File: config.mk
export PLATFORM = sky130hd
export DESIGN_NAME = plc_ctrl
export DESIGN_NICKNAME = d
export VERILOG_FILES = /design/src/plc_pkg.sv /design/src/plc_div.sv /design/src/plc_ctrl.sv
export SDC_FILE = /design/constraint.sdc
export NUM_CORES = 1
export LEC_CHECK = 0
export ABC_AREA = 1
export BUFFER_PORTS_ARGS = -buffer_cell sky130_fd_sc_hd__buf_2
export CAP_MARGIN = 10
export CORE_UTILIZATION = 30
export CTS_CLUSTER_SIZE = 28
export DETAILED_ROUTE_END_ITERATION = 7
export GPL_ROUTABILITY_DRIVEN = 0
export GPL_TIMING_DRIVEN = 0
export SLEW_MARGIN = 10
export SYNTH_ARGS = -nofsm -noshare
export SYNTH_HDL_FRONTEND = slang
export SYNTH_SLANG_ARGS = --single-unit
File: constraint.sdc
create_clock -name clk_i -period 2.6 [get_ports clk_i]
set_clock_uncertainty 0.15 [all_clocks]
set_input_delay 0.13 -clock clk_i [delete_from_list [all_inputs] [get_ports clk_i]]
set_output_delay 0.13 -clock clk_i [all_outputs]
set_load 0.01 [all_outputs]
File: src/plc_pkg.sv
// plc_pkg: register map, field layout and timing of the pll clock controller
package plc_pkg;

    // ****************************************
    // timing
    // ****************************************
    localparam int PLC_CLK_NS = 40; // clk_i period at 25 MHz
    localparam int PLC_RST_HOLD_NS = 125; // least loop reset hold
    localparam int PLC_RST_HOLD_CYC =
        (PLC_RST_HOLD_NS + PLC_CLK_NS - 1) / PLC_CLK_NS;
    localparam int PLC_LOCK_NS = 187500; // least lock wait, 187.5 us
    localparam int PLC_LOCK_CYC =
        (PLC_LOCK_NS + PLC_CLK_NS - 1) / PLC_CLK_NS;

    // ****************************************
    // register byte addresses
    // ****************************************
    localparam logic [31:0] PLC_A_PID = 32'h4100_0000;
    localparam logic [31:0] PLC_A_CSR = 32'h4100_0100;
    localparam logic [31:0] PLC_A_MULT = 32'h4100_0110;
    localparam logic [31:0] PLC_A_DIV0 = 32'h4100_0114;
    localparam logic [31:0] PLC_A_DIV1 = 32'h4100_0118;
    localparam logic [31:0] PLC_A_DIV2 = 32'h4100_011C;
    localparam logic [31:0] PLC_A_DIV3 = 32'h4100_0120;
    localparam logic [31:0] PLC_A_CMD = 32'h4100_0138;
    localparam logic [31:0] PLC_A_STAT = 32'h4100_013C;
    localparam logic [31:0] PLC_A_ALN = 32'h4100_0140;
    localparam logic [31:0] PLC_A_CLOCK_ENABLE_CONTROL = 32'h4100_0148;
    localparam logic [31:0] PLC_A_CKST = 32'h4100_014C;
    localparam logic [31:0] PLC_A_SYST = 32'h4100_0150;

    // ****************************************
    // field positions
    // ****************************************
    localparam int PLC_CSR_EN = 0; // loop_select_enable
    localparam int PLC_CSR_RST = 3; // loop_reset_bit
    localparam int PLC_CSR_LOCK = 6; // lock wait elapsed, read only
    localparam int PLC_CSR_SHORT = 7; // reset held too short, w1c
    localparam int PLC_DIV_EN = 15; // divider enable
    localparam int PLC_RAT_W = 5; // ratio field, divide by value+1
    localparam int PLC_CMD_GO = 0; // go_apply_command
    localparam int PLC_STAT_BUSY = 0;
    localparam int PLC_STAT_ERR = 1; // last go refused, bad ratios

    // ****************************************
    // reset values and limits
    // ****************************************
    localparam logic [4:0] PLC_MULT_RST = 5'h0C; // factor 13
    localparam logic [4:0] PLC_MULT_MIN = 5'h03; // factor 4
    localparam logic [4:0] PLC_MULT_MAX = 5'h18; // factor 25
    localparam logic [4:0] PLC_D0_RST = 5'h00; // /1
    localparam logic [4:0] PLC_D1_RST = 5'h00; // /1
    localparam logic [4:0] PLC_D2_RST = 5'h01; // /2
    localparam logic [4:0] PLC_D3_RST = 5'h02; // /3
    localparam logic [31:0] PLC_PID_VAL = 32'h0000_0001; // arbitrary id

    // go sequencing
    typedef enum logic {PLC_GO_IDLE, PLC_GO_APPLY} plc_go_t;

endpackage : plc_pkg

File: src/plc_div.sv
// plc_div: one programmable clock divider emitting a pulse per period
module plc_div
    import plc_pkg::*;
(
    input wire logic clk_i,
    input wire logic rst_i,
    input wire logic tick_i, // source clock edge
    input wire logic restart_i, // aligned restart
    input wire logic run_i, // divider enabled
    input wire logic [PLC_RAT_W-1:0] ratio_i, // divide by ratio+1
    output logic pulse_o, // one cycle per divided period
    output logic [PLC_RAT_W-1:0] cnt_o // phase of the divider
);

    // ****************************************
    // phase counter
    // ****************************************
    logic [PLC_RAT_W-1:0] cnt_r; // current phase
    logic pulse_r; // registered output pulse

    // count source edges; >= copes with a ratio lowered mid-period
    always_ff @(posedge clk_i) begin
        if (rst_i || restart_i) begin
            cnt_r <= '0;
        end else if (tick_i) begin
            cnt_r <= (cnt_r >= ratio_i) ? '0 : cnt_r + 5'h01;
        end
    end

    // pulse on the last edge of each period
    always_ff @(posedge clk_i) begin
        if (rst_i || restart_i) begin
            pulse_r <= 1'b0;
        end else begin
            pulse_r <= run_i && tick_i && (cnt_r >= ratio_i);
        end
    end

    assign pulse_o = pulse_r;
    assign cnt_o = cnt_r;

endmodule : plc_div

File: src/plc_ctrl.sv
// plc_ctrl: pll clock controller with a classic wishbone register slave
//
// Decided for this implementation: the Wishbone register port.
module plc_ctrl
    import plc_pkg::*;
#(
    parameter int LOCK_CYC = PLC_LOCK_CYC // lock wait in clk_i cycles
) (
    input wire logic clk_i,
    input wire logic rst_i,
    input wire logic [31:0] wb_adr_i,
    input wire logic [31:0] wb_dat_i,
    input wire logic [3:0] wb_sel_i,
    input wire logic wb_we_i,
    input wire logic wb_cyc_i,
    input wire logic wb_stb_i,
    output logic [31:0] wb_dat_o,
    output logic wb_ack_o,
    input wire logic oscillator_input_i, // on-chip oscillator clock
    input wire logic external_clock_input_i, // clock pin
    output logic core_clk_en_o, // core_system_clock edge
    output logic periph_clk_en_o, // peripheral_system_clock edge
    output logic mem_clk_en_o, // memory_system_clock edge
    output logic ref_clk_en_o, // loop_reference_clock after pre-divider
    output logic loop_select_enable_o // core runs from loop output unless loop reset is held
);

    // ****************************************
    // declarations
    // ****************************************
    logic ack_r; // bus answer
    logic [31:0] rd_r; // read data
    logic [31:0] rdata; // read mux
    logic wr; // write commits at this edge
    logic loop_sel_r; // loop_select_enable
    logic loop_rst_r; // loop_reset_bit
    logic short_r; // reset released too early, sticky
    logic [3:0] rst_cnt_r; // cycles loop reset has been held
    logic [15:0] lock_cnt_r; // lock wait counter
    logic lock_r; // lock wait elapsed
    logic [4:0] mult_r; // multiplier_field, factor-1
    logic [31:0] mult_wr; // multiplier write merged by byte lane
    logic [4:0] d0_r, d1_r, d2_r, d3_r; // written ratios
    logic [3:0] den_r; // written divider enables
    logic [4:0] act_d1, act_d2, act_d3; // applied ratios
    logic [2:0] act_en; // applied enables
    logic [2:0] aln_r; // clock_align_field
    logic clock_enable_control_r; // reference clock output enable
    plc_go_t go_st_r; // go sequencer
    logic go_err_r; // last go refused
    logic restart_r; // aligned restart pulse
    logic go_ok; // pending ratios are legal
    logic act_ok; // applied ratios are legal
    logic osc_s1, osc_s2, ext_s1, ext_s2; // pin synchronisers
    logic ref_lvl_r; // combined reference, delayed
    logic ref_tick; // reference rising edge
    logic loop_run; // loop feeds the post-dividers
    logic sys_tick; // source edge for the post-dividers
    logic aux_pulse; // pre-divider output
    logic [4:0] c1, c2, c3; // divider phases

    // peripheral ratio must be 2, 3 or 4 times the core ratio
    function automatic logic plc_ratio_ok(input logic [4:0] a,
                                          input logic [4:0] b);
        logic [7:0] na;
        logic [7:0] nb;
        na = {3'h0, a} + 8'h01;
        nb = {3'h0, b} + 8'h01;
        return (nb == (na << 1)) || (nb == na + (na << 1))
            || (nb == (na << 2));
    endfunction : plc_ratio_ok

    // byte-lane merge of a write into the old image
    function automatic logic [31:0] plc_merge(input logic [31:0] old,
                                              input logic [31:0] nw,
                                              input logic [3:0] sel);
        logic [31:0] m;
        m = {{8{sel[3]}}, {8{sel[2]}}, {8{sel[1]}}, {8{sel[0]}}};
        return (old & ~m) | (nw & m);
    endfunction : plc_merge

    // ****************************************
    // wishbone slave
    // ****************************************
    // a write commits at the edge where ack is seen high
    assign wr = wb_cyc_i && wb_stb_i && wb_we_i && ack_r;

    // ack one cycle after the request, dropped the cycle after
    always_ff @(posedge clk_i) begin
        if (rst_i) begin
            ack_r <= 1'b0;
        end else begin
            ack_r <= wb_cyc_i && wb_stb_i && !ack_r;
        end
    end

    // read data captured with the request, unmapped reads zero
    always_ff @(posedge clk_i) begin
        if (rst_i) begin
            rd_r <= '0;
        end else if (wb_cyc_i && wb_stb_i && !ack_r) begin
            rd_r <= rdata;
        end
    end

    // read mux; reserved bits read zero
    always_comb begin
        rdata = '0;
        case (wb_adr_i)
            PLC_A_PID: rdata = PLC_PID_VAL;
            PLC_A_CSR: begin
                rdata[PLC_CSR_EN] = loop_sel_r;
                rdata[PLC_CSR_RST] = loop_rst_r;
                rdata[PLC_CSR_LOCK] = lock_r;
                rdata[PLC_CSR_SHORT] = short_r;
            end
            PLC_A_MULT: rdata[4:0] = mult_r;
            PLC_A_DIV0: rdata = {16'h0000, den_r[0], 10'h000, d0_r};
            PLC_A_DIV1: rdata = {16'h0000, den_r[1], 10'h000, d1_r};
            PLC_A_DIV2: rdata = {16'h0000, den_r[2], 10'h000, d2_r};
            PLC_A_DIV3: rdata = {16'h0000, den_r[3], 10'h000, d3_r};
            PLC_A_STAT: begin
                rdata[PLC_STAT_BUSY] = (go_st_r != PLC_GO_IDLE);
                rdata[PLC_STAT_ERR] = go_err_r;
            end
            PLC_A_ALN: rdata[2:0] = aln_r;
            PLC_A_CLOCK_ENABLE_CONTROL: rdata[0] = clock_enable_control_r;
            PLC_A_CKST: rdata[0] = clock_enable_control_r && den_r[0];
            PLC_A_SYST: rdata[2:0] = act_en;
            default: rdata = '0; // command reads zero too
        endcase
    end

    assign wb_ack_o = ack_r;
    assign wb_dat_o = rd_r;

    // ****************************************
    // control and status
    // ****************************************
    // loop comes up disabled and held in reset
    always_ff @(posedge clk_i) begin
        if (rst_i) begin
            loop_sel_r <= 1'b0;
            loop_rst_r <= 1'b1;
            clock_enable_control_r <= 1'b1;
            aln_r <= '0;
        end else if (wr) begin
            case (wb_adr_i)
                PLC_A_CSR: begin
                    if (wb_sel_i[0]) begin
                        loop_sel_r <= wb_dat_i[PLC_CSR_EN];
                        loop_rst_r <= wb_dat_i[PLC_CSR_RST];
                    end
                end
                PLC_A_ALN: if (wb_sel_i[0]) aln_r <= wb_dat_i[2:0];
                PLC_A_CLOCK_ENABLE_CONTROL: if (wb_sel_i[0]) clock_enable_control_r <= wb_dat_i[0];
                default: ;
            endcase
        end
    end

    // time the loop reset hold; an early release is flagged, the
    // flag is cleared by writing one and a new event wins the clear
    always_ff @(posedge clk_i) begin
        if (rst_i) begin
            rst_cnt_r <= 4'(PLC_RST_HOLD_CYC);
            short_r <= 1'b0;
        end else begin
            if (!loop_rst_r) begin
                rst_cnt_r <= '0;
            end else if (rst_cnt_r < 4'(PLC_RST_HOLD_CYC)) begin
                rst_cnt_r <= rst_cnt_r + 4'h1;
            end
            if (wr && wb_adr_i == PLC_A_CSR && wb_sel_i[0]
                && loop_rst_r && !wb_dat_i[PLC_CSR_RST]
                && rst_cnt_r < 4'(PLC_RST_HOLD_CYC - 1)) begin
                short_r <= 1'b1;
            end else if (wr && wb_adr_i == PLC_A_CSR && wb_sel_i[0]
                         && wb_dat_i[PLC_CSR_SHORT]) begin
                short_r <= 1'b0;
            end
        end
    end

    // lock wait restarts on reset, multiplier or pre-divider writes
    always_ff @(posedge clk_i) begin
        if (rst_i || loop_rst_r
            || (wr && (wb_adr_i == PLC_A_MULT
                       || wb_adr_i == PLC_A_DIV0))) begin
            lock_cnt_r <= '0;
            lock_r <= 1'b0;
        end else if (lock_cnt_r != 16'(LOCK_CYC)) begin
            lock_cnt_r <= lock_cnt_r + 16'h0001;
            lock_r <= (lock_cnt_r == 16'(LOCK_CYC - 1));
        end
    end

    // ****************************************
    // multiplier and divider registers
    // ****************************************
    // out-of-range multiplier writes are dropped
    assign mult_wr = plc_merge({27'h0, mult_r}, wb_dat_i, wb_sel_i);
    always_ff @(posedge clk_i) begin
        if (rst_i) begin
            mult_r <= PLC_MULT_RST;
        end else if (wr && wb_adr_i == PLC_A_MULT
                     && mult_wr[4:0] >= PLC_MULT_MIN
                     && mult_wr[4:0] <= PLC_MULT_MAX) begin
            mult_r <= mult_wr[4:0];
        end
    end

    // written ratios only; post-dividers wait for go
    always_ff @(posedge clk_i) begin
        if (rst_i) begin
            d0_r <= PLC_D0_RST;
            d1_r <= PLC_D1_RST;
            d2_r <= PLC_D2_RST;
            d3_r <= PLC_D3_RST;
            den_r <= 4'hF;
        end else if (wr && wb_sel_i[0]) begin
            case (wb_adr_i)
                PLC_A_DIV0: d0_r <= wb_dat_i[4:0];
                PLC_A_DIV1: d1_r <= wb_dat_i[4:0];
                PLC_A_DIV2: d2_r <= wb_dat_i[4:0];
                PLC_A_DIV3: d3_r <= wb_dat_i[4:0];
                default: ;
            endcase
        end
        if (!rst_i && wr && wb_sel_i[1]) begin
            case (wb_adr_i)
                PLC_A_DIV0: den_r[0] <= wb_dat_i[PLC_DIV_EN];
                PLC_A_DIV1: den_r[1] <= wb_dat_i[PLC_DIV_EN];
                PLC_A_DIV2: den_r[2] <= wb_dat_i[PLC_DIV_EN];
                PLC_A_DIV3: den_r[3] <= wb_dat_i[PLC_DIV_EN];
                default: ;
            endcase
        end
    end

    // ****************************************
    // go sequencer
    // ****************************************
    assign go_ok = plc_ratio_ok(d1_r, d2_r);
    assign act_ok = plc_ratio_ok(act_d1, act_d2);

    // go written: apply next cycle; a second go while busy is lost
    always_ff @(posedge clk_i) begin
        if (rst_i) begin
            go_st_r <= PLC_GO_IDLE;
            go_err_r <= 1'b0;
            restart_r <= 1'b0;
        end else begin
            restart_r <= 1'b0;
            unique case (go_st_r)
                PLC_GO_IDLE: begin
                    if (wr && wb_adr_i == PLC_A_CMD && wb_sel_i[0]
                        && wb_dat_i[PLC_CMD_GO]) begin
                        go_st_r <= PLC_GO_APPLY;
                    end
                end
                PLC_GO_APPLY: begin
                    go_st_r <= PLC_GO_IDLE;
                    go_err_r <= !go_ok;
                    restart_r <= go_ok;
                end
            endcase
        end
    end

    // applied ratios change only at a legal go
    always_ff @(posedge clk_i) begin
        if (rst_i) begin
            act_d1 <= PLC_D1_RST;
            act_d2 <= PLC_D2_RST;
            act_d3 <= PLC_D3_RST;
            act_en <= 3'h7;
        end else if (go_st_r == PLC_GO_APPLY && go_ok) begin
            act_d1 <= d1_r;
            act_d2 <= d2_r;
            act_d3 <= d3_r;
            act_en <= den_r[3:1];
        end
    end

    // ****************************************
    // reference and clock sources
    // ****************************************
    // both sources are ored, the unused one must sit low
    always_ff @(posedge clk_i) begin
        if (rst_i) begin
            osc_s1 <= 1'b0;
            osc_s2 <= 1'b0;
            ext_s1 <= 1'b0;
            ext_s2 <= 1'b0;
            ref_lvl_r <= 1'b0;
        end else begin
            osc_s1 <= oscillator_input_i;
            osc_s2 <= osc_s1;
            ext_s1 <= external_clock_input_i;
            ext_s2 <= ext_s1;
            ref_lvl_r <= osc_s2 || ext_s2;
        end
    end

    assign ref_tick = (osc_s2 || ext_s2) && !ref_lvl_r;
    // clk_i stands in for the loop output; bypass uses the reference
    assign loop_run = loop_sel_r && !loop_rst_r;
    assign sys_tick = loop_run ? 1'b1 : ref_tick;
    assign loop_select_enable_o = loop_sel_r;

    // ****************************************
    // dividers
    // ****************************************
    // pre-divider on the reference, free running
    plc_div u_pre (.clk_i(clk_i), .rst_i(rst_i), .tick_i(ref_tick),
        .restart_i(1'b0), .run_i(den_r[0]), .ratio_i(d0_r),
        .pulse_o(aux_pulse), .cnt_o());
    // only aligned dividers restart, so unaligned ones keep phase
    plc_div u_core (.clk_i(clk_i), .rst_i(rst_i), .tick_i(sys_tick),
        .restart_i(restart_r && aln_r[0]), .run_i(act_en[0]),
        .ratio_i(act_d1), .pulse_o(core_clk_en_o), .cnt_o(c1));
    plc_div u_per (.clk_i(clk_i), .rst_i(rst_i), .tick_i(sys_tick),
        .restart_i(restart_r && aln_r[1]), .run_i(act_en[1]),
        .ratio_i(act_d2), .pulse_o(periph_clk_en_o), .cnt_o(c2));
    plc_div u_mem (.clk_i(clk_i), .rst_i(rst_i), .tick_i(sys_tick),
        .restart_i(restart_r && aln_r[2]), .run_i(act_en[2]),
        .ratio_i(act_d3), .pulse_o(mem_clk_en_o), .cnt_o(c3));

    assign ref_clk_en_o = aux_pulse && clock_enable_control_r;

    // ****************************************
    // checks
    // ****************************************
    chk_reset_bypass: assert property (@(posedge clk_i) disable iff (rst_i)
        $fell(rst_i) |-> !loop_select_enable_o && loop_rst_r)
        else $error("loop not disabled after reset");

    chk_ref_source: assert property (@(posedge clk_i) disable iff (rst_i)
        ref_clk_en_o |-> $past(ref_tick))
        else $error("reference pulse without reference edge");

    chk_bypass_src: assert property (@(posedge clk_i) disable iff (rst_i)
        core_clk_en_o && !$past(loop_run) |-> $past(ref_tick))
        else $error("bypass core clock not from reference");

    chk_aligned_phase: assert property (@(posedge clk_i) disable iff (rst_i)
        restart_r && aln_r == 3'h7 |=> c1 == 5'h00 && c2 == 5'h00
            && c3 == 5'h00 && !core_clk_en_o)
        else $error("aligned dividers not restarted together");

    chk_mult_range: assert property (@(posedge clk_i) disable iff (rst_i)
        $changed(mult_r) |-> mult_r >= PLC_MULT_MIN
            && mult_r <= PLC_MULT_MAX)
        else $error("multiplier outside allowed range");

    chk_core_default: assert property (@(posedge clk_i) disable iff (rst_i)
        $fell(rst_i) |-> act_d1 == PLC_D1_RST && d1_r == 5'h00)
        else $error("core divider default wrong");

    chk_periph_ratio: assert property (@(posedge clk_i) disable iff (rst_i)
        $fell(rst_i) || restart_r |-> act_ok && act_d2 != act_d1)
        else $error("peripheral ratio not 2, 3 or 4 of core");

    chk_mem_default: assert property (@(posedge clk_i) disable iff (rst_i)
        $fell(rst_i) |-> act_d3 == PLC_D3_RST && d3_r == 5'h02)
        else $error("memory divider default wrong");

    chk_go_apply: assert property (@(posedge clk_i) disable iff (rst_i)
        go_st_r == PLC_GO_APPLY && go_ok |=> restart_r
            && act_d1 == $past(d1_r) && act_d3 == $past(d3_r))
        else $error("go did not apply pending ratios");

    chk_hold_pending: assert property (@(posedge clk_i) disable iff (rst_i)
        go_st_r == PLC_GO_IDLE |=> $stable(act_d1) && $stable(act_d2)
            && $stable(act_d3))
        else $error("ratio changed without go");

endmodule : plc_ctrl

Yosys cells after proc, flatten, opt, wreduce, memory -nomap -nowiden
Index checks and enable logic that the tools add are counted.
{"block": "totals", "regBits": 139, "inputBits": 75, "output_inout_bits": 38, "word_cells": 164}
{"block": "classes", "addsub": 9, "order_cmp": 8, "n_eq_ne": 19, "mux": 24, "bitwise_logic": 6, "n_reduce_logical": 61}
{"operator": "32-bit by 31-bit == test with 1-bit output, second input constant", "count": 13}
{"operator": "1-bit logical AND", "count": 36}
{"operator": "8-bit one-hot mux with 4 select lines", "count": 1}
{"operator": "5-bit by 1-bit adder with 5-bit output, second input constant", "count": 4}
{"operator": "5-bit greater-or-equal comparator", "count": 4}
{"operator": "5-bit 2-to-1 mux", "count": 4}
{"operator": "16-bit by 1-bit adder with 16-bit output, second input constant", "count": 1}
{"operator": "16-bit by 13-bit == test with 1-bit output, second input constant", "count": 1}
{"operator": "6-bit by 8-bit == test with 1-bit output", "count": 2}
{"operator": "16-bit by 13-bit inequality test with 1-bit output, second input constant", "count": 1}
{"operator": "5-bit by 1-bit adder with 6-bit output, second input constant", "count": 2}
{"operator": "1-bit one-hot mux with 12 select lines", "count": 1}
{"operator": "5-bit AND", "count": 2}
{"operator": "1-bit logical OR", "count": 9}
{"operator": "3-bit AND reduction", "count": 3}
{"operator": "6-bit by 7-bit adder with 8-bit output", "count": 1}
{"operator": "1-bit 2-to-1 mux", "count": 8}
{"operator": "4-bit 2-to-1 mux", "count": 2}
{"operator": "1-bit one-hot mux with 8 select lines", "count": 1}
{"operator": "2-bit AND reduction", "count": 4}
{"operator": "6-bit by 7-bit == test with 1-bit output", "count": 1}
{"operator": "1-bit one-hot mux with 7 select lines", "count": 1}
{"operator": "1-bit logical NOT", "count": 6}
{"operator": "3-bit 2-to-1 mux", "count": 2}
{"operator": "15 further kinds", "count": 17}

Logic depth before layout (Yosys ltp)
Gate-level depths: netlist of run 1.
{"block": "depth", "ltp_word": 9, "mapped_depth": 19, "mapped_depth_nobuf": 17}

Modules after synthesis
Synthesis of run 1 repeated with hierarchy kept, for this count alone.
{"block": "unflattened", "hier_cells": 993, "area_unflattened_um2": 6881.6}
{"mod": "plc_ctrl", "n_inst": 1, "cells_per_inst": 797, "area_per_inst_um2": 5330.1, "seq_area_each_um2": 1841.8}
{"mod": "plc_div", "n_inst": 4, "cells_per_inst": 49, "area_per_inst_um2": 387.9, "seq_area_each_um2": 120.1}

Worst setup path after synthesis of run 1
No wires, ideal clock.
{"block": "synth_path", "path_type": "register to register", "start": "register d1_r[1]", "end": "register act_en[0]", "setup_ns": 0.134, "arrival_time_ns": 2.269, "required_ns": 2.316, "path_slack_ns": 0.047, "stages_incl_launch_ff": 17, "path_buffers": 1, "period_less_slack_ns": 2.553, "path_cell_list": "dfxtp_1 -> ha_1 -> nand3_1 -> nand2_1 -> nand2_1 -> ha_1 -> nor3_1 -> nand3_1 -> nor3b_1 -> nand2_1 -> nor2_1 -> nand3_2 -> nand2_4 -> nand2_4 -> buf_6 -> nand2_1 -> nand3_1"}
{"block": "synth_via", "elab_chain_len": 6, "elab_cells_between_ends": 8, "cone_classes": "add/sub: 2; eq/ne: 3; reduce/logical: 3"}
{"element": "start: declaration", "line_no": "plc_ctrl.sv:43", "source": "logic [4:0] d0_r, d1_r, d2_r, d3_r;"}
{"element": "start signal: assignment", "line_no": "plc_ctrl.sv:224", "source": "PLC_A_DIV1: d1_r <= wb_dat_i[4:0];"}
{"element": "5-bit by 1-bit adder with 6-bit output (*)", "line_no": "plc_ctrl.sv:67", "source": "na = {3'h0, a} + 8'h01;"}
{"element": "6-bit by 7-bit adder with 8-bit output", "line_no": "plc_ctrl.sv:69", "source": "return (nb == (na << 1)) || (nb == na + (na << 1))"}
{"element": "6-bit by 8-bit == test with 1-bit output", "line_no": "plc_ctrl.sv:69"}
{"element": "1-bit logical OR", "line_no": "plc_ctrl.sv:69"}
{"element": "1-bit logical OR (*)", "line_no": "plc_ctrl.sv:70", "source": "|| (nb == (na << 2));"}
{"element": "1-bit logical AND (*)", "line_no": "plc_ctrl.sv:278", "source": "end else if (go_st_r == PLC_GO_APPLY && go_ok) begin"}
{"element": "end signal: assignment", "line_no": "plc_ctrl.sv:282", "source": "act_en <= den_r[3:1];"}
{"element": "end: declaration", "line_no": "plc_ctrl.sv:46", "source": "logic [2:0] act_en;"}
Mark *: on every way between the ends. The rest lies on a longest branch, timed or not.
A chain may end at the register's enable or synchronous reset.

Worst setup path in the final report of run 1
{"block": "layout_path", "start": "register d1_r[3]", "end": "register act_en[0]"}
Same word-level chain as after synthesis.

==> reports/qor.txt, run 1 <==
Setup TNS: 0 ns
Die footprint: 22730 um^2
Remaining DRCs: 0
FF-to-FF End: act_en[0]
# diodes: 0
Top reg by flops: lock_cnt_r
Maximum vdd drop: 0.0004927 V
Post-Syn Area per Cell: 6.975 um^2
Hold Path Class: input port to register
First DRT Iteration DRCs: 247
Most common cell after layout, fill and taps aside: nand2_1
Max reg flops: 16
Core ar.: 21760 um^2
Nets@finish: 1198
Final WS setup: 0.1346 ns
Slew Limit Fails: 0
Cell internal pwr: 3.430 mW
TritonCTS Buffers: 17
Sequential power share: 0.409
Drt via density: 4.646
Max Freq: 405.6 MHz
Vias in the first global route: 6143
Seq cells post-synth: 116
CP max FO: 10
Maximum clock path buffer count: 2
Endpoints failing setup: 0
Final worst path period share: 0.9482
Crit. Startpoint: d1_r[3]
Synth area leaders: dfxtp_1 35%, nand2_1 9.9%, inv_1 7.6%, ha_1 6.6%, nor2_1 6.0%
DIE WIDTH: 150.8 um
Maximum Capacitance Violations: 0
Clock-pin slew on the worst setup and hold paths: 0.05 ns
Switching power total: 1.000 mW
Worst-path cell chain: buf_4, nand4_1, nor2_4, ha_1, inv_1, xor2_1, xor2_1, nand3_2, nand2_4, nand2_4, buf_8, nand2_1, nand3_1
Antenna-violating nets left: 0
Sw Share: 0.2258
Drt wl/cell: 12.96 um
IO Count: 113
Worst Path Buf+Inv: 3
FF-to-FF setup slack: 0.13 ns
Least-Margin Pin Slew: 0.8468 ns
Unrepaired setup endpoints after global routing: yes
Clock Latency Late Sink: 0.41 ns
Yosys Warn Count: 0
Mapped Area: 6640 um^2
DP Worst Slack: -0.5336 ns
Min Tclk post-route: 2.465 ns
Power Density: 526.1 nW/um^2
Crit start category: register
Crit end category: register
Reg2reg start: d1_r[3]
Post-route cell area: 8421 um^2
Netlist cell types: 41
Drt total wl: 17870 um
Combinational power share: 0.067
Storage element area: 2335 um^2
Global-route wire length before repair: 29150 um
CTS tree: yes
Die H: 150.8 um
H-tree Lvls: 4
Vias: 6407
Register area share after synthesis: 0.3497
Row Count: 54
Cell leakage power: 3.656 nW
Kind of cell adding the most delay to the critical path: simple AND/OR/NAND/NOR gates
Rel. slew slack: 0.4308
Port bufs: 61
Initial Util: 0.3052
GRT Residual Overflow: 0
Initial antenna violation count: 0
Most frequent cells in the layout: 168 x nand2_1, 131 x inv_1, 110 x dfxtp_1, 104 x nor2_1, 76 x nand3_1
Final Util: 0.3870
Status: complete, no violations
Multi-input logic area: 3717 um^2
Largest net degree at the start of global routing: 17
Clock Sinks: 116
Share of cells above drive strength 1: 0.1711
DP Wirelength: 13750 um
Tot GR Track Use: 0.1651
Filler instances: 2290
CP max-delay cell: dfxtp_1
Post-synth top area cell: dfxtp_1
Worst Path Required: 2.72 ns
Design Power: 4.430 mW
DRT Pass-1 Iters: 5
Worst Hold Path Cells: 7
Post-synthesis cell count: 952
Root Driver: clkbuf_16
Final hold violations: 0
Reg2reg path depth: 13
Share of the synthesized area in the top cell type: 0.3497
Hold path startpoint: wb_stb_i
Area Growth Syn to Fin: 26.81%
WHS Endpoint: wb_dat_o[3]
Clk pwr share: 0.524
Worst Path Arrival: 2.58 ns
Max incr delay on CP: 0.31 ns
DP Area: 7382 um^2
Kind of critical path: register to register
## worst reg2reg max path: cells and delay by family (launching register included)
kind / cells / cell delay, ns
fa+ha+maj: 1 / 0.26
xor+xnor: 2 / 0.35
flops: 1 / 0.31
buf+inv: 3 / 0.42
simple gates: 7 / 0.83
## final cells by class
class / instances / share of cell area
Multi-Input combinational cell: 675 / 0.4415
Sequential cell: 116 / 0.2773
Timing Repair Buffer: 94 / 0.07088
Inverter: 136 / 0.06122
Clock buffer: 20 / 0.05305
Tap cell: 280 / 0.04160
Buffer: 48 / 0.03863
Clock inverter: 10 / 0.01590
## synth_stat cells (all sizes together)
master / instances
a31oi: 4
a22o: 1
o21a: 11
nor3: 31
o22ai: 2
a32o: 1
conb: 1
o311ai: 1
nor4: 7
o211ai: 7
nand2: 179
buf: 34
nand3: 81
a211oi: 3
nor3b: 5
xnor2: 6
nand4: 34
a21boi: 1
and2: 1
ha: 35
nor2: 107
o21ai: 47
a21oi: 62
dfxtp: 116
clkbuf: 14
inv: 136
o31ai: 1
xor2: 21
nand3b: 2
or2: 1
## worst max-delay path by stage
stage,endpoint,slack [ns],cells after the start
3_5_place_dp,act_en[2],-0.53,16
2_1_floorplan,act_en[0],0.05,16
3_3_place_gp,act_en[2],-0.51,16
6_report,act_en[0],0.13,13
4_1_cts,act_d2[0],0.008,13
5_1_grt,act_en[0],-0.06,13
## power by group through the flow
| stage | clock, mW | combinational (mW) | sequential [mW] |
|---|---|---|---|
| 2_1_floorplan | 0 | 0.173 | 1.85 |
| 3_3_place_gp | 0 | 0.274 | 1.85 |
| 3_5_place_dp | 0 | 0.276 | 1.85 |
| 4_1_cts | 2.37 | 0.296 | 1.81 |
| 5_1_grt | 2.45 | 0.337 | 1.81 |
| 6_report | 2.32 | 0.297 | 1.81 |
## timing repair
item | 4_1_cts | 5_1_grt
resized for setup | 15 | 32
setup endpoints to repair | 20 | 22
setup buffers | 5 | 12
hold buffers | 16 | 0
pin swaps | 3 | 19
cloned | 0 | 0
endpoints found under the hold margin | 27 | 0
## layer usage
metal  vias up  wire [um]  share of wire  GRT usage
met5         -          0              0          0
met4         0        438          0.025    0.06850
met3        34        649          0.036    0.03012
met2       127       8640           0.48     0.2867
met1      2888       8145           0.46     0.1993
li1       3358          -              -          -
## metrics by stage
stage / hold WS [ns] / std cells
finish: 0.03374 / 1379
CTS: 0.01290 / 1367
floorplan: 0.08697 / 975
global route: 0.08137 / 1379
global placement: 0.1887 / 1316
detailed placement: 0.1886 / 1316
## cells by family after synthesis
group,count (synthesis),share of synthesized area
other,1,0.0005647
AOI/OAI and AO/OA,141,0.1208
adders and majority gates,35,0.06595
and+or+nand+nor,448,0.3039
xor gates and xnor gates,27,0.03561
buffers and inverters,184,0.1234
DFF,116,0.3497
(Power assumes the default switching activity.)
==> inputs of run 2 (changes only) <==
--- a/config.mk
+++ b/config.mk
@@ -8,11 +8,14 @@
 export ABC_AREA = 1
 export BUFFER_PORTS_ARGS = -buffer_cell sky130_fd_sc_hd__buf_2
 export CAP_MARGIN = 10
-export CORE_UTILIZATION = 30
+export CELL_PAD_IN_SITES_DETAIL_PLACEMENT = 1
+export CELL_PAD_IN_SITES_GLOBAL_PLACEMENT = 2
+export CORE_UTILIZATION = 28
 export CTS_CLUSTER_SIZE = 28
 export DETAILED_ROUTE_END_ITERATION = 7
 export GPL_ROUTABILITY_DRIVEN = 0
 export GPL_TIMING_DRIVEN = 0
+export PLACE_DENSITY_LB_ADDON = 0.1
 export SLEW_MARGIN = 10
 export SYNTH_ARGS = -nofsm -noshare
 export SYNTH_HDL_FRONTEND = slang
==> reports/qor.txt, run 2 (synthesis results as in run 1) <==
Kind of cell adding the most delay to the critical path: simple AND/OR/NAND/NOR gates
Kind of critical path: register to register
Global-route wire length before repair: 34860 um
Port bufs: 61
Cell leakage power: 3.739 nW
Maximum vdd drop: 0.0003971 V
Share of cells above drive strength 1: 0.1935
Nets@finish: 1203
Hold Path Class: input port to register
Drt via density: 4.632
Final worst path period share: 0.9823
Sequential power share: 0.391
Row Count: 55
Clock-pin slew on the worst setup and hold paths: 0.06 ns
Antenna-violating nets left: 0
Worst Path Required: 2.72 ns
Vias: 6573
Crit end category: register
# diodes: 0
Most frequent cells in the layout: 166 x nand2_1, 132 x inv_1, 111 x dfxtp_1, 102 x nor2_1, 64 x nand3_1
Crit start category: register
Die H: 156.0 um
Status: complete, no violations
Tot GR Track Use: 0.1866
Design Power: 4.637 mW
DP Area: 7423 um^2
Die footprint: 24330 um^2
Power Density: 532.7 nW/um^2
Remaining DRCs: 0
Filler instances: 2869
Unrepaired setup endpoints after global routing: yes
Combinational power share: 0.065
TritonCTS Buffers: 17
Drt total wl: 21720 um
Largest net degree at the start of global routing: 17
CP max FO: 5
First DRT Iteration DRCs: 288
Least-Margin Pin Slew: 0.8392 ns
Worst Path Buf+Inv: 5
CP max-delay cell: dfxtp_2
Max Freq: 391.5 MHz
Clk pwr share: 0.544
Sw Share: 0.2482
Multi-input logic area: 3829 um^2
DIE WIDTH: 156.0 um
CTS tree: yes
Root Driver: clkbuf_16
Final hold violations: 0
Rel. slew slack: 0.4359
Initial antenna violation count: 0
FF-to-FF setup slack: 0.05 ns
DRT Pass-1 Iters: 4
Max incr delay on CP: 0.36 ns
GRT Residual Overflow: 0
Storage element area: 2333 um^2
Initial Util: 0.2898
Final Util: 0.3799
Worst-path cell chain: buf_6, inv_4, ha_4, inv_4, nand2_2, a21oi_4, nand3_4, buf_6, o21ai_4, xor2_1, nand3_2, nand2_4, nand2_8, buf_8, nand2_2, nand3_1
DP Wirelength: 16640 um
Drt wl/cell: 15.31 um
Core ar.: 22920 um^2
Post-route cell area: 8706 um^2
Maximum clock path buffer count: 2
Clock Latency Late Sink: 0.42 ns
Min Tclk post-route: 2.554 ns
Max reg flops: 16
Maximum Capacitance Violations: 0
IO Count: 113
H-tree Lvls: 4
Clock Sinks: 116
Worst Path Arrival: 2.67 ns
Vias in the first global route: 6632
Most common cell after layout, fill and taps aside: nand2_1
Slew Limit Fails: 0
Endpoints failing setup: 0
Area Growth Syn to Fin: 31.11%
Cell internal pwr: 3.486 mW
Top reg by flops: lock_cnt_r
Switching power total: 1.151 mW
run 2: power groups by stage:
stage               Clock [mW]  Sequential (mW)  Combinational [mW]
finish                    2.52             1.81               0.304
global route              2.67             1.81               0.343
CTS                       2.59             1.81               0.305
detailed placement           0             1.85               0.287
global placement             0             1.85               0.285
floorplan                    0             1.85               0.173
run 2: tightest hold or removal path, cell delays in order:
cell	delay (ns)
buf_2	0.09
nor2_1	0.06
inv_1	0.07
nor3_1	0.06
nand4_1	0.09
nor4_1	0.04
run 2: what timing repair did:
action	in CTS	in global routing
resized for setup	20	51
hold buffers	16	0
gates cloned	0	2
endpoints found under the hold margin	25	0
setup endpoints to repair	21	25
pin swaps	2	28
buffers inserted	8	13
run 2: path summary, 6_finish.rpt:
| kind | startpoint | end | cells past startpoint |
|---|---|---|---|
| max reg2reg | d1_r[0] | act_en[1] | 16 |
| min | wb_adr_i[6] | go_st_r | 6 |
| min reg2reg | osc_s1 | osc_s2 | 2 |
| max | d1_r[0] | act_en[1] | 16 |
run 2: final cells by class:
type / instances / area share
clock buffers: 19 / 0.05203
flip-flops and latches: 116 / 0.2680
clock inverters: 13 / 0.01998
multi-input cells: 675 / 0.4398
repair buffers: 100 / 0.07861
inverters: 136 / 0.05921
plain buffers: 47 / 0.03737
well taps: 313 / 0.04498
run 2: per-layer routing:
| layer | global-route usage | wire [um] |
|---|---|---|
| met1 | 0.2327 | 10220 |
| met2 | 0.3240 | 10560 |
| met3 | 0.03639 | 616 |
| met4 | 0.05322 | 326 |
| met5 | 0 | 0 |
run 2: stage by stage:
| stage | setup slack, ns | hold WS, ns | instances | setup TNS, ns |
|---|---|---|---|---|
| 6_report | 0.04602 | 0.01577 | 1419 | 0 |
| 3_3_place_gp | -0.6204 | 0.1903 | 1349 | -11.85 |
| 4_1_cts | 0.008367 | 0.004520 | 1405 | 0 |
| 2_1_floorplan | 0.04733 | 0.08697 | 975 | 0 |
| 5_1_grt | -0.1170 | 0.04028 | 1419 | -1.608 |
| 3_5_place_dp | -0.6348 | 0.1895 | 1349 | -12.10 |
==> inputs of run 3 (changes only) <==
--- a/config.mk
+++ b/config.mk
@@ -16,6 +16,7 @@
 export GPL_ROUTABILITY_DRIVEN = 0
 export GPL_TIMING_DRIVEN = 0
 export PLACE_DENSITY_LB_ADDON = 0.1
+export SETUP_SLACK_MARGIN = 0.1
 export SLEW_MARGIN = 10
 export SYNTH_ARGS = -nofsm -noshare
 export SYNTH_HDL_FRONTEND = slang
==> reports/qor.txt, run 3 (synthesis results as in run 1) <==
Slew Limit Fails: 0
H-tree Lvls: 4
Vias: 6484
Die footprint: 24330 um^2
Max reg flops: 16
Remaining DRCs: 0
Vias in the first global route: 6615
Crit end category: register
Root Driver: clkbuf_16
Worst hold margin: 0.01293 ns
Clock Sinks: 116
Status: complete, no violations
Crit start category: register
Final worst path period share: 0.9478
Sequential power share: 0.386
Filler instances: 2867
Final hold violations: 0
Crit. Startpoint: d1_r[0]
Most frequent cells in the layout: 158 x nand2_1, 131 x inv_1, 110 x dfxtp_1, 101 x nor2_1, 69 x nand3_1
Reg2reg start: d1_r[0]
Rel. slew slack: 0.4281
Kind of critical path: register to register
Core ar.: 22920 um^2
# diodes: 0
Die H: 156.0 um
Post-route cell area: 8593 um^2
First DRT Iteration DRCs: 217
Clk pwr share: 0.549
Least-Margin Pin Slew: 0.8507 ns
CTS tree: yes
DIE WIDTH: 156.0 um
DP Wirelength: 16630 um
Min Tclk post-route: 2.464 ns
Port bufs: 61
Hold path startpoint: wb_sel_i[0]
Drt wl/cell: 15.28 um
Initial antenna violation count: 0
Worst Path Required: 2.72 ns
DRT Pass-1 Iters: 4
Tot GR Track Use: 0.1873
Drt total wl: 21560 um
Row Count: 55
Worst Path Arrival: 2.59 ns
Design Power: 4.685 mW
GRT Residual Overflow: 0
Antenna-violating nets left: 0
Area Growth Syn to Fin: 29.41%
Nets@finish: 1195
Cell internal pwr: 3.551 mW
FF-to-FF setup slack: 0.14 ns
Hold Path Class: input port to register
Setup TNS: 0 ns
Drt via density: 4.595
Combinational power share: 0.064
Max Freq: 405.8 MHz
Power Density: 545.2 nW/um^2
Unrepaired setup endpoints after global routing: yes
Storage element area: 2337 um^2
Switching power total: 1.134 mW
Clock-pin slew on the worst setup and hold paths: 0.06 ns
Largest net degree at the start of global routing: 17
Sw Share: 0.2420
Clock Latency Late Sink: 0.42 ns
Top reg by flops: lock_cnt_r
Maximum clock path buffer count: 2
Initial Util: 0.2898
Cell leakage power: 3.698 nW
Endpoints failing setup: 0
CP max FO: 5
Most common cell after layout, fill and taps aside: nand2_1
Maximum Capacitance Violations: 0
IO Count: 113
Global-route wire length before repair: 35250 um
Maximum vdd drop: 0.0003179 V
DP Area: 7442 um^2
TritonCTS Buffers: 17
Share of cells above drive strength 1: 0.1931
Multi-input logic area: 3805 um^2
run 3: worst paths after layout:
check	depth (start not counted)	end
setup / recovery	19	act_d2[0]
hold / removal	4	mult_r[0]
setup reg to reg	19	act_d2[0]
hold reg to reg	2	ext_s2
run 3: critical path, cell delays in order (launching register included):
cell	delay, ns
dfxtp_4	0.37
buf_8	0.11
clkinvlp_4	0.09
ha_4	0.26
inv_4	0.07
nand2_4	0.05
a21oi_4	0.19
nand3_4	0.12
nand2_4	0.09
buf_6	0.10
nand2_4	0.04
nand2_2	0.05
nand2_2	0.05
nand2_2	0.06
nand3_2	0.09
nand2_4	0.10
nand2_4	0.07
buf_6	0.14
nand2_2	0.06
nand3_2	0.05
run 3: what timing repair did:
item                                    4_1_cts  5_1_grt
resized for setup                            32       40
pin swaps                                    17       24
endpoints found under the hold margin        23        0
setup buffers                                11        4
hold buffers                                 14        0
cloned                                        1        0
endpoints found under the setup margin       24       37
run 3: layout make-up:
type                       count  area share
tap                          313     0.04557
multi-input combinational    675      0.4428
sequential                   116      0.2720
timing repair buffer          91     0.06712
buffer                        48     0.03800
inverter                     136     0.06013
clock buffer                  18     0.05111
clock inverter                14     0.02330
run 3: layer usage:
layer,vias up,share of wire,global-route usage
met5,-,0,0
met4,0,0.010,0.04108
met3,14,0.025,0.03222
met2,69,0.49,0.3293
met1,3045,0.47,0.2372
li1,3356,-,-
run 3: power groups by stage:
stage                     logic, mW  clock network (mW)  registers (mW)
final                         0.302                2.57            1.81
after global routing          0.342                2.71            1.81
after CTS                     0.304                2.65            1.81
after detailed placement      0.289                   0            1.85
after global placement        0.287                   0            1.85
after floorplan               0.173                   0            1.85
run 3: per-stage QoR:
stage	cells	util	setup WS, ns
floorplan	975	-	0.1004
global placement	1349	0.3248	-0.4969
detailed placement	1349	0.3248	-0.4931
CTS	1407	0.3679	0.09468
global route	1411	0.3750	-0.01643
finish	1411	0.3750	0.1358
